==> config.mk <==
export PLATFORM = sky130hd
export DESIGN_NAME = arsc_top
export DESIGN_NICKNAME = d
export VERILOG_FILES = /design/src/hw/arsc_pkg.sv /design/src/hw/arsc_addr_step.sv /design/src/hw/arsc_irq_ctrl.sv /design/src/hw/arsc_top.sv
export SDC_FILE = /design/constraint.sdc
export NUM_CORES = 1
export LEC_CHECK = 0
export BUFFER_PORTS_ARGS = -buffer_cell sky130_fd_sc_hd__buf_2
export CORE_UTILIZATION = 64
export CTS_BUF_LIST = sky130_fd_sc_hd__clkbuf_8
export CTS_CLUSTER_DIAMETER = 50
export DETAILED_ROUTE_END_ITERATION = 12
export HOLD_SLACK_MARGIN = 0.06
export PLACE_DENSITY = 0.95
export SLEW_MARGIN = 5
export SYNTH_ARGS = -nofsm -noshare
export SYNTH_HDL_FRONTEND = slang
export SYNTH_SLANG_ARGS = --single-unit
==> constraint.sdc <==
create_clock -name REF_CLK -period 4.3 [get_ports REF_CLK]
set_input_delay 0.86 -clock REF_CLK [delete_from_list [all_inputs] [get_ports REF_CLK]]
set_output_delay 0.86 -clock REF_CLK [all_outputs]
set_load 0.02 [all_outputs]
==> src/hw/arsc_pkg.sv <==
// Constants, field layouts and carrier types of the sector read engine
package arsc_pkg;

  // Register byte offsets on the APB bus
  localparam logic [7:0] OFS_FEATURE  = 8'h00;
  localparam logic [7:0] OFS_COUNT    = 8'h04;
  localparam logic [7:0] OFS_SECNUM   = 8'h08;
  localparam logic [7:0] OFS_CYL_LO   = 8'h0c;
  localparam logic [7:0] OFS_CYL_HI   = 8'h10;
  localparam logic [7:0] OFS_DRVHD    = 8'h14;
  localparam logic [7:0] OFS_CMD_STAT = 8'h18;
  localparam logic [7:0] OFS_ERROR    = 8'h1c;
  localparam logic [7:0] OFS_IRQ_STAT = 8'h20;
  localparam logic [7:0] OFS_IRQ_MASK = 8'h24;

  // Opcodes
  localparam logic [7:0] OP_READ_RETRY   = 8'h20;
  localparam logic [7:0] OP_READ_NORETRY = 8'h21;

  // Status bit positions
  localparam int ST_BSY  = 7;
  localparam int ST_DRDY = 6;
  localparam int ST_DWF  = 5;
  localparam int ST_DSC  = 4;
  localparam int ST_DRQ  = 3;
  localparam int ST_CORR = 2;
  localparam int ST_IDX  = 1;
  localparam int ST_ERR  = 0;

  // Error bit positions
  localparam int ER_BBK  = 7;
  localparam int ER_UNC  = 6;
  localparam int ER_MC   = 5;
  localparam int ER_IDNF = 4;
  localparam int ER_MCR  = 3;
  localparam int ER_ABRT = 2;
  localparam int ER_TK0  = 1;
  localparam int ER_AMNF = 0;

  // Drive/head fields
  localparam int DH_LBA = 6;
  localparam int DH_DRV = 4;

  // Interrupt bits
  localparam int IRQ_W    = 3;
  localparam int IRQ_DONE = 0;
  localparam int IRQ_DRQ  = 1;
  localparam int IRQ_ERR  = 2;

  // Reset values and the busy and data request status values
  localparam logic [7:0] TF_RESET   = 8'h00;
  localparam logic [7:0] STAT_IDLE  = 8'h50;
  localparam logic [7:0] STAT_BUSY  = 8'hd0;
  localparam logic [7:0] STAT_DRQ   = 8'h58;
  localparam logic [7:0] ERR_RESET  = 8'h00;

  // Geometry and retry defaults
  localparam int DEF_SPT     = 32;
  localparam int DEF_HEADS   = 16;
  localparam int DEF_RETRIES = 3;

  typedef enum logic [1:0] {MED_OK, MED_CORR, MED_UNC, MED_IDNF} arsc_media_res_type;

  typedef enum logic [1:0] {PH_IDLE, PH_MEDIA, PH_HOST} arsc_phase_type;

  // One sector address; in LBA form head:cyl:sect is LBA[27:0]
  typedef struct packed {
    logic        lba;
    logic [3:0]  head;
    logic [15:0] cyl;
    logic [7:0]  sect;
  } arsc_addr_type;

endpackage

==> src/hw/arsc_addr_step.sv <==
// Next sector address in CHS or LBA form
`timescale 1ns/10ps
module arsc_addr_step #(
  parameter int SPT   = arsc_pkg::DEF_SPT,
  parameter int HEADS = arsc_pkg::DEF_HEADS
) (
  input  arsc_pkg::arsc_addr_type cur,
  output arsc_pkg::arsc_addr_type nxt
);

  localparam logic [7:0] SPT_B  = 8'(SPT);
  localparam logic [3:0] HEAD_L = 4'(HEADS - 1);

  always_comb begin
    nxt = cur;
    if (cur.lba) begin
      {nxt.head, nxt.cyl, nxt.sect} = 28'({cur.head, cur.cyl, cur.sect} + 28'h0000001);
    end else if (cur.sect >= SPT_B) begin
      nxt.sect = 8'h01;
      if (cur.head >= HEAD_L) begin
        nxt.head = 4'h0;
        nxt.cyl  = 16'(cur.cyl + 16'h0001);
      end else begin
        nxt.head = 4'(cur.head + 4'h1);
      end
    end else begin
      nxt.sect = 8'(cur.sect + 8'h01);
    end
  end

endmodule

==> src/hw/arsc_irq_ctrl.sv <==
// Sticky interrupt status, mask and level output
`timescale 1ns/10ps
module arsc_irq_ctrl (
  input  wire logic                       clk,
  input  wire logic                       rst,
  input  wire logic [arsc_pkg::IRQ_W-1:0] ev,
  input  wire logic                       clr_we,
  input  wire logic [arsc_pkg::IRQ_W-1:0] clr_data,
  input  wire logic                       mask_we,
  input  wire logic [arsc_pkg::IRQ_W-1:0] mask_data,
  output logic      [arsc_pkg::IRQ_W-1:0] pend,
  output logic      [arsc_pkg::IRQ_W-1:0] mask,
  output logic                            irq
);

  typedef struct packed {
    logic [arsc_pkg::IRQ_W-1:0] pend;
    logic [arsc_pkg::IRQ_W-1:0] mask;
    logic                       irq;
  } arsc_irq_state_type;

  arsc_irq_state_type s_reg;
  arsc_irq_state_type s_next;

  always_comb begin
    s_next = s_reg;
    // Set wins over a clear in the same cycle
    s_next.pend = (s_reg.pend & ~(clr_we ? clr_data : '0)) | ev;
    if (mask_we) begin
      s_next.mask = mask_data;
    end
    s_next.irq = |(s_next.pend & s_next.mask);
  end

  always_ff @(posedge clk) begin
    if (rst) begin
      s_reg <= '0;
    end else begin
      s_reg <= s_next;
    end
  end

  assign pend = s_reg.pend;
  assign mask = s_reg.mask;
  assign irq  = s_reg.irq;

endmodule

==> src/hw/arsc_top.sv <==
// Sector read command engine with task file registers on APB
//
// How it works
// - Opcode 20h reads with media retries, 21h reads without retries.
// - Reading starts at the address held in the task file address registers.
// - Consecutive sectors go to the host until the count is delivered.
// - At the end the address registers hold the last good sector, or the start address if no sector was delivered.
// - After an unrecoverable error the count holds sectors not transferred.
// - At the end only uncorrectable and ID-not-found error bits may be set.
//
// The register offsets and the APB register port were decided locally.
`timescale 1ns/10ps
module arsc_top #(
  parameter int SPT     = arsc_pkg::DEF_SPT,
  parameter int HEADS   = arsc_pkg::DEF_HEADS,
  parameter int RETRIES = arsc_pkg::DEF_RETRIES
) (
  input  wire logic                          REF_CLK,
  input  wire logic                          RESET,
  input  wire logic                          PSEL,
  input  wire logic                          PENABLE,
  input  wire logic                          PWRITE,
  input  wire logic [7:0]                    PADDR,
  input  wire logic [31:0]                   PWDATA,
  output logic      [31:0]                   PRDATA,
  output logic                               PREADY,
  output logic                               PSLVERR,
  output logic                               MEDIA_REQ,
  output arsc_pkg::arsc_addr_type            MEDIA_ADDR,
  input  wire logic                          MEDIA_DONE,
  input  wire arsc_pkg::arsc_media_res_type  MEDIA_RESULT,
  output logic                               HOST_DRQ,
  input  wire logic                          HOST_SECTOR_DONE,
  output logic                               IRQ
);

  typedef struct packed {
    arsc_pkg::arsc_phase_type phase;
    logic [7:0]               feature;
    logic [7:0]               count;
    logic [7:0]               secnum;
    logic [7:0]               cyl_lo;
    logic [7:0]               cyl_hi;
    logic [7:0]               drvhd;
    logic [7:0]               status;
    logic [7:0]               error;
    arsc_pkg::arsc_addr_type  cur;
    logic [8:0]               remain;
    logic [3:0]               tries;
    logic                     retry_en;
    logic                     corr_seen;
    logic [31:0]              prdata;
    logic                     pready;
    logic                     pslverr;
    logic                     media_req;
    logic [arsc_pkg::IRQ_W-1:0] ev;
  } arsc_state_type;

  localparam logic [3:0] TRY_MAX = 4'(RETRIES);

  arsc_state_type            s_reg;
  arsc_state_type            s_next;
  arsc_pkg::arsc_addr_type   step_addr;
  arsc_pkg::arsc_addr_type   tf_addr;
  logic [arsc_pkg::IRQ_W-1:0] irq_pend;
  logic [arsc_pkg::IRQ_W-1:0] irq_mask;
  logic                      wr_en;
  logic                      setup;

  function automatic logic reg_hit(input logic [7:0] a);
    case (a)
      arsc_pkg::OFS_FEATURE, arsc_pkg::OFS_COUNT, arsc_pkg::OFS_SECNUM,
      arsc_pkg::OFS_CYL_LO, arsc_pkg::OFS_CYL_HI, arsc_pkg::OFS_DRVHD,
      arsc_pkg::OFS_CMD_STAT, arsc_pkg::OFS_ERROR, arsc_pkg::OFS_IRQ_STAT,
      arsc_pkg::OFS_IRQ_MASK: reg_hit = 1'b1;
      default: reg_hit = 1'b0;
    endcase
  endfunction

  // Final status with outcome bits
  function automatic logic [7:0] end_status(input logic corr, input logic err);
    logic [7:0] v;
    v = arsc_pkg::STAT_IDLE;
    v[arsc_pkg::ST_CORR] = corr;
    v[arsc_pkg::ST_ERR]  = err;
    end_status = v;
  endfunction

  assign setup = PSEL && !PENABLE;
  assign wr_en = PSEL && PENABLE && s_reg.pready && PWRITE && reg_hit(PADDR);

  // Task file viewed as an address
  always_comb begin
    tf_addr      = '0;
    tf_addr.lba  = s_reg.drvhd[arsc_pkg::DH_LBA];
    tf_addr.head = s_reg.drvhd[3:0];
    tf_addr.cyl  = {s_reg.cyl_hi, s_reg.cyl_lo};
    tf_addr.sect = s_reg.secnum;
  end

  arsc_addr_step #(
    .SPT   (SPT),
    .HEADS (HEADS)
  ) u_step (
    .cur (s_reg.cur),
    .nxt (step_addr)
  );

  arsc_irq_ctrl u_irq (
    .clk       (REF_CLK),
    .rst       (RESET),
    .ev        (s_reg.ev),
    .clr_we    (wr_en && PADDR == arsc_pkg::OFS_IRQ_STAT),
    .clr_data  (PWDATA[arsc_pkg::IRQ_W-1:0]),
    .mask_we   (wr_en && PADDR == arsc_pkg::OFS_IRQ_MASK),
    .mask_data (PWDATA[arsc_pkg::IRQ_W-1:0]),
    .pend      (irq_pend),
    .mask      (irq_mask),
    .irq       (IRQ)
  );

  always_comb begin
    s_next           = s_reg;
    s_next.pready    = 1'b0;
    s_next.pslverr   = 1'b0;
    s_next.media_req = 1'b0;
    s_next.ev        = '0;

    // APB read data and answer, registered in the setup cycle
    if (setup) begin
      s_next.pready  = 1'b1;
      s_next.pslverr = !reg_hit(PADDR);
      s_next.prdata  = 32'h00000000;
      case (PADDR)
        arsc_pkg::OFS_COUNT:    s_next.prdata[7:0] = s_reg.count;
        arsc_pkg::OFS_SECNUM:   s_next.prdata[7:0] = s_reg.secnum;
        arsc_pkg::OFS_CYL_LO:   s_next.prdata[7:0] = s_reg.cyl_lo;
        arsc_pkg::OFS_CYL_HI:   s_next.prdata[7:0] = s_reg.cyl_hi;
        arsc_pkg::OFS_DRVHD:    s_next.prdata[7:0] = s_reg.drvhd;
        arsc_pkg::OFS_CMD_STAT: s_next.prdata[7:0] = s_reg.status;
        arsc_pkg::OFS_ERROR:    s_next.prdata[7:0] = s_reg.error;
        arsc_pkg::OFS_IRQ_STAT: s_next.prdata[arsc_pkg::IRQ_W-1:0] = irq_pend;
        arsc_pkg::OFS_IRQ_MASK: s_next.prdata[arsc_pkg::IRQ_W-1:0] = irq_mask;
        default:                s_next.prdata = 32'h00000000;
      endcase
    end

    unique case (s_reg.phase)
      arsc_pkg::PH_IDLE: begin
        // Task file writes only while idle
        if (wr_en) begin
          case (PADDR)
            arsc_pkg::OFS_FEATURE: s_next.feature = PWDATA[7:0];
            arsc_pkg::OFS_COUNT:   s_next.count   = PWDATA[7:0];
            arsc_pkg::OFS_SECNUM:  s_next.secnum  = PWDATA[7:0];
            arsc_pkg::OFS_CYL_LO:  s_next.cyl_lo  = PWDATA[7:0];
            arsc_pkg::OFS_CYL_HI:  s_next.cyl_hi  = PWDATA[7:0];
            arsc_pkg::OFS_DRVHD:   s_next.drvhd   = PWDATA[7:0];
            arsc_pkg::OFS_CMD_STAT: begin
              if (PWDATA[7:0] == arsc_pkg::OP_READ_RETRY ||
                  PWDATA[7:0] == arsc_pkg::OP_READ_NORETRY) begin
                s_next.retry_en  = PWDATA[7:0] == arsc_pkg::OP_READ_RETRY;
                s_next.cur       = tf_addr;
                s_next.remain    = (s_reg.count == 8'h00) ? 9'h100 : {1'b0, s_reg.count};
                s_next.tries     = 4'h0;
                s_next.corr_seen = 1'b0;
                s_next.status    = arsc_pkg::STAT_BUSY;
                s_next.error     = arsc_pkg::ERR_RESET;
                s_next.media_req = 1'b1;
                s_next.phase     = arsc_pkg::PH_MEDIA;
              end else begin
                s_next.status = end_status(1'b0, 1'b1);
                s_next.error  = arsc_pkg::ERR_RESET;
                s_next.error[arsc_pkg::ER_ABRT] = 1'b1;
                s_next.ev[arsc_pkg::IRQ_DONE]   = 1'b1;
                s_next.ev[arsc_pkg::IRQ_ERR]    = 1'b1;
              end
            end
            default: s_next.feature = s_reg.feature;
          endcase
        end
      end
      arsc_pkg::PH_MEDIA: begin
        if (MEDIA_DONE) begin
          unique case (MEDIA_RESULT)
            arsc_pkg::MED_OK, arsc_pkg::MED_CORR: begin
              s_next.corr_seen = s_reg.corr_seen || MEDIA_RESULT == arsc_pkg::MED_CORR;
              s_next.status    = arsc_pkg::STAT_DRQ;
              s_next.status[arsc_pkg::ST_CORR] = s_next.corr_seen;
              s_next.ev[arsc_pkg::IRQ_DRQ]     = 1'b1;
              s_next.phase     = arsc_pkg::PH_HOST;
            end
            arsc_pkg::MED_UNC: begin
              if (s_reg.retry_en && s_reg.tries < TRY_MAX) begin
                s_next.tries     = 4'(s_reg.tries + 4'h1);
                s_next.media_req = 1'b1;
              end else begin
                s_next.count  = s_reg.remain[7:0];
                s_next.error  = arsc_pkg::ERR_RESET;
                s_next.error[arsc_pkg::ER_UNC] = 1'b1;
                s_next.status = end_status(s_reg.corr_seen, 1'b1);
                s_next.ev[arsc_pkg::IRQ_DONE]  = 1'b1;
                s_next.ev[arsc_pkg::IRQ_ERR]   = 1'b1;
                s_next.phase  = arsc_pkg::PH_IDLE;
              end
            end
            arsc_pkg::MED_IDNF: begin
              s_next.count  = s_reg.remain[7:0];
              s_next.error  = arsc_pkg::ERR_RESET;
              s_next.error[arsc_pkg::ER_IDNF] = 1'b1;
              s_next.status = end_status(s_reg.corr_seen, 1'b1);
              s_next.ev[arsc_pkg::IRQ_DONE]   = 1'b1;
              s_next.ev[arsc_pkg::IRQ_ERR]    = 1'b1;
              s_next.phase  = arsc_pkg::PH_IDLE;
            end
          endcase
        end
      end
      arsc_pkg::PH_HOST: begin
        if (HOST_SECTOR_DONE) begin
          // Sector delivered: it becomes the last good address
          s_next.secnum     = s_reg.cur.sect;
          s_next.cyl_lo     = s_reg.cur.cyl[7:0];
          s_next.cyl_hi     = s_reg.cur.cyl[15:8];
          s_next.drvhd[3:0] = s_reg.cur.head;
          s_next.remain     = 9'(s_reg.remain - 9'h001);
          if (s_reg.remain == 9'h001) begin
            s_next.count  = 8'h00;
            s_next.error  = arsc_pkg::ERR_RESET;
            s_next.status = end_status(s_reg.corr_seen, 1'b0);
            s_next.ev[arsc_pkg::IRQ_DONE] = 1'b1;
            s_next.phase  = arsc_pkg::PH_IDLE;
          end else begin
            s_next.cur       = step_addr;
            s_next.tries     = 4'h0;
            s_next.status    = arsc_pkg::STAT_BUSY;
            s_next.media_req = 1'b1;
            s_next.phase     = arsc_pkg::PH_MEDIA;
          end
        end
      end
    endcase
  end

  always_ff @(posedge REF_CLK) begin
    if (RESET) begin
      s_reg         <= '0;
      s_reg.phase   <= arsc_pkg::PH_IDLE;
      s_reg.status  <= arsc_pkg::STAT_IDLE;
      s_reg.error   <= arsc_pkg::ERR_RESET;
      s_reg.count   <= arsc_pkg::TF_RESET;
      s_reg.drvhd   <= arsc_pkg::TF_RESET;
    end else begin
      s_reg <= s_next;
    end
  end

  assign PRDATA     = s_reg.prdata;
  assign PREADY     = s_reg.pready;
  assign PSLVERR    = s_reg.pslverr;
  assign MEDIA_REQ  = s_reg.media_req;
  assign MEDIA_ADDR = s_reg.cur;
  assign HOST_DRQ   = s_reg.status[arsc_pkg::ST_DRQ];

  logic cmd_go;
  logic cmd_end;
  assign cmd_go  = wr_en && PADDR == arsc_pkg::OFS_CMD_STAT && s_reg.phase == arsc_pkg::PH_IDLE
                   && (PWDATA[7:0] == arsc_pkg::OP_READ_RETRY
                       || PWDATA[7:0] == arsc_pkg::OP_READ_NORETRY);
  assign cmd_end = s_reg.phase != arsc_pkg::PH_IDLE && s_next.phase == arsc_pkg::PH_IDLE;
endmodule

==> summary.txt <==
Critical path
  • Crit Path Class: reg2reg
  • WP data arrival: 3640 ps
  • CP cell instances: inv_1 > ha_2 > buf_4 > mux2i_1 > buf_4 > a31oi_1 > buf_4 > and3_1 > nand2_1 > a221oi_1
  • Setup slack, reg-to-reg: 1000 ps
  • R2R Path Start: s_reg[146]
  • Critical path peak fanout: 64
  • Most used cell, CP: buf_4
  • Element type at the critical path end: flip-flop
  • CP Launch Type: flip-flop
  • Crit-path max cell delay: 520 ps
  • Slowest cell on the critical path: and3_1
  • Reg2reg end: MEDIA_ADDR[21]
  • Req. time, crit path: 4640 ps
  • Worst r2r path cells: 10

Power and ir drop
  • Peak VDD IR: 287 uV
  • Leakage: 0.00259 uW
  • Pwr Density: 292 nW/um2

Detailed routing
  • WL per Instance: 22.5 um
  • First-pass iteration count of the detailed router: 8
  • Drt first-iter violations: 1401
  • Via count: 8036
  • Post-route DRC: 0
  • Final ANT Viol Nets: 0
  • Via density: 7.60
  • Final wirelength: 23.8 mm

CTS
  • CTS Buf Count: 17
  • Setup repair bufs after CTS: 0
  • PostCTS Resize Cnt: 0
  • Clock sink total: 115
  • Clock latency on the worst-skew pair: 450 ps
  • Buffer depth of the longest clock path: 2
  • Register clock-pin slew on the reported worst setup and hold paths: 70 ps
  • Root buffer cell: clkbuf_8
  • CTS tree: built
  • H-tree levels: 4
  • Hold Buf Count CTS: 0

Synth
  • Post-synthesis instance total: 922
  • Seq/Total Area, Yosys: 0.312
  • Ys async rst share: 0
  • Netlist cell types: 78
  • Post-synth top flop: dfxtp_1
  • Post-synth EDFFs: 0
  • Yosys warning total: 0
  • Post-synth top cells: 115 x dfxtp_1, 85 x a21oi_1, 64 x clkbuf_1
  • Synth top area share: 0.312
  • Synth top area cells: dfxtp_1 31%, buf_4 6.4%, a21oi_1 5.8%, a22oi_1 3.6%, clkbuf_1 3.3%
  • Most common cell in the netlist: dfxtp_1
  • Leading area contributor after synthesis: dfxtp_1
  • Syn avg cell area: 7.99 um2
  • Synth Register Bits: 115
  • Synth Cell Area: 7370 um2

STA
  • Setup Skew: 10.1 ps
  • Slew @ Worst Pin: 1020 ps
  • Slew HR: 0.314
  • Final Slew Violations: 0
  • Hold WS: 456 ps
  • Final setup fails: 0
  • Setup TNS: 0 ps
  • Tmin final: 3300 ps
  • Worst setup margin: 1000 ps
  • Max Freq: 303 MHz
  • Unrepaired setup endpoints after global routing: no
  • Final worst path period share: 0.767
  • Hold Vio Cnt, Final: 0

Cells and area
  • Layout cell share with drive strength beyond 1: 0.147
  • Max reg flops: 67
  • Final cell count without fillers: 1057
  • Nets@finish: 966
  • Inserted Diodes: 0
  • Reg area: 2300 um2
  • Area Overhead vs Synth: 5.11%
  • FILL cells: 850
  • Multi-input gate area: 4300 um2
  • Post-layout util: 0.702

Run
  • Max cap viols: 0

Floorplan
  • DIE HEIGHT: 109 um
  • Chip width: 109 um
  • Die area: 11900 um2
  • Core ar.: 11000 um2
  • Initial Util: 0.668
  • I/O Pins: 115
  • Site Rows: 38

GRT
  • First-pass GRT wire length: 37.3 mm
  • GR Overflow Total: 0
  • Vias in the first global route: 7172
  • Largest net degree at the start of global routing: 76
  • Initial antenna violation count: 1
  • GRT Total Usage: 0.404

Placement
  • Setup WS pre-CTS: 989 ps
  • Cell Count Post-Placement: 1028
  • RePlAce Congestion: 0.962
  • Detail Placement HPWL: 15.7 mm
  • PortBufs: 66

Worst hold path
  • Worst hold path startpoint: PRDATA[3]
  • Worst hold path class: reg2reg
  • Hold Path Sink: PRDATA[3]
  • WHS Path Cells: 2

Run status
  • Status: complete, no violations
[critical path, delay by kind of cell, from the launching register on]
family | cells | cell delay (ps)
muxes | 1 | 150
and+or+nand+nor | 2 | 830
buffers and inverters | 4 | 1090
DFF | 1 | 330
AOI/OAI and AO/OA | 2 | 580
adders and majority gates | 1 | 200
[placed cells by master (no fill, tap or decap), types with 6 or more instances in the layout]
cell,n
and2_1,11
xor2_1,7
dfxtp_1,115
and3_1,15
inv_1,27
a22oi_1,35
o31a_1,7
nor3_1,43
o21ai_0,34
a21oi_1,84
o311ai_0,7
buf_4,18
clkbuf_8,23
nor2_1,32
mux2i_1,7
conb_1,24
mux2_2,6
a211oi_1,20
a21o_1,9
ha_1,9
a2111oi_0,27
nor4_1,21
buf_2,65
o31ai_1,13
nand3_1,27
a311oi_1,22
or4_1,7
or3_1,9
a31oi_1,11
nand2_1,62
nand4_1,16
[cell type report]
| type | count | area share |
|---|---|---|
| multi-input cells | 665 | 0.555 |
| flip-flops and latches | 115 | 0.297 |
| repair buffers | 83 | 0.0594 |
| clock buffers | 23 | 0.0409 |
| well taps | 140 | 0.0226 |
| clock inverters | 6 | 0.0132 |
| inverters | 25 | 0.0121 |
[kinds of logic (layout without fill, tap and decap cells)]
kind of cell,after synthesis,after routing,synth area share
other cells,1,24,0.000509
fa+ha+maj,10,10,0.0170
compound gates,329,329,0.311
xor+xnor,12,12,0.0143
mux,13,13,0.0187
flops,115,115,0.312
simple gates,277,277,0.208
buf+inv,165,137,0.118
[worst max-delay path by stage]
stage          startpoint              to  slack [ps]
2_1_floorplan    PADDR[1]       u_irq.irq        1540
3_3_place_gp     PADDR[1]  MEDIA_ADDR[21]        1140
3_5_place_dp     PADDR[2]  MEDIA_ADDR[21]         990
4_1_cts        s_reg[146]  MEDIA_ADDR[21]        1120
5_1_grt        s_reg[146]  MEDIA_ADDR[21]         840
6_report       s_reg[146]  MEDIA_ADDR[21]        1000
[power breakdown]
group	internal, uW	total, uW	switching, uW
Combinational	20.9	105	83.8
Clock	652	1090	438
Sequential	1070	1070	0.332
[per-layer routing]
metal | GRT usage | up-vias | part of all wire
met5 | 0 | - | 0.0010
met4 | 0.254 | 2 | 0.064
met3 | 0.130 | 189 | 0.15
met2 | 0.601 | 753 | 0.44
met1 | 0.504 | 3650 | 0.35
li1 | - | 3442 | -
[per-stage QoR]
step | power [uW] | cell area [um2]
floorplan | 1170 | 7460
global placement | 1190 | 7330
detailed placement | 1190 | 7330
CTS | 2250 | 7750
global route | 2310 | 7750
finish | 2260 | 7750
Note: power is estimated with default switching activity, not from simulation.
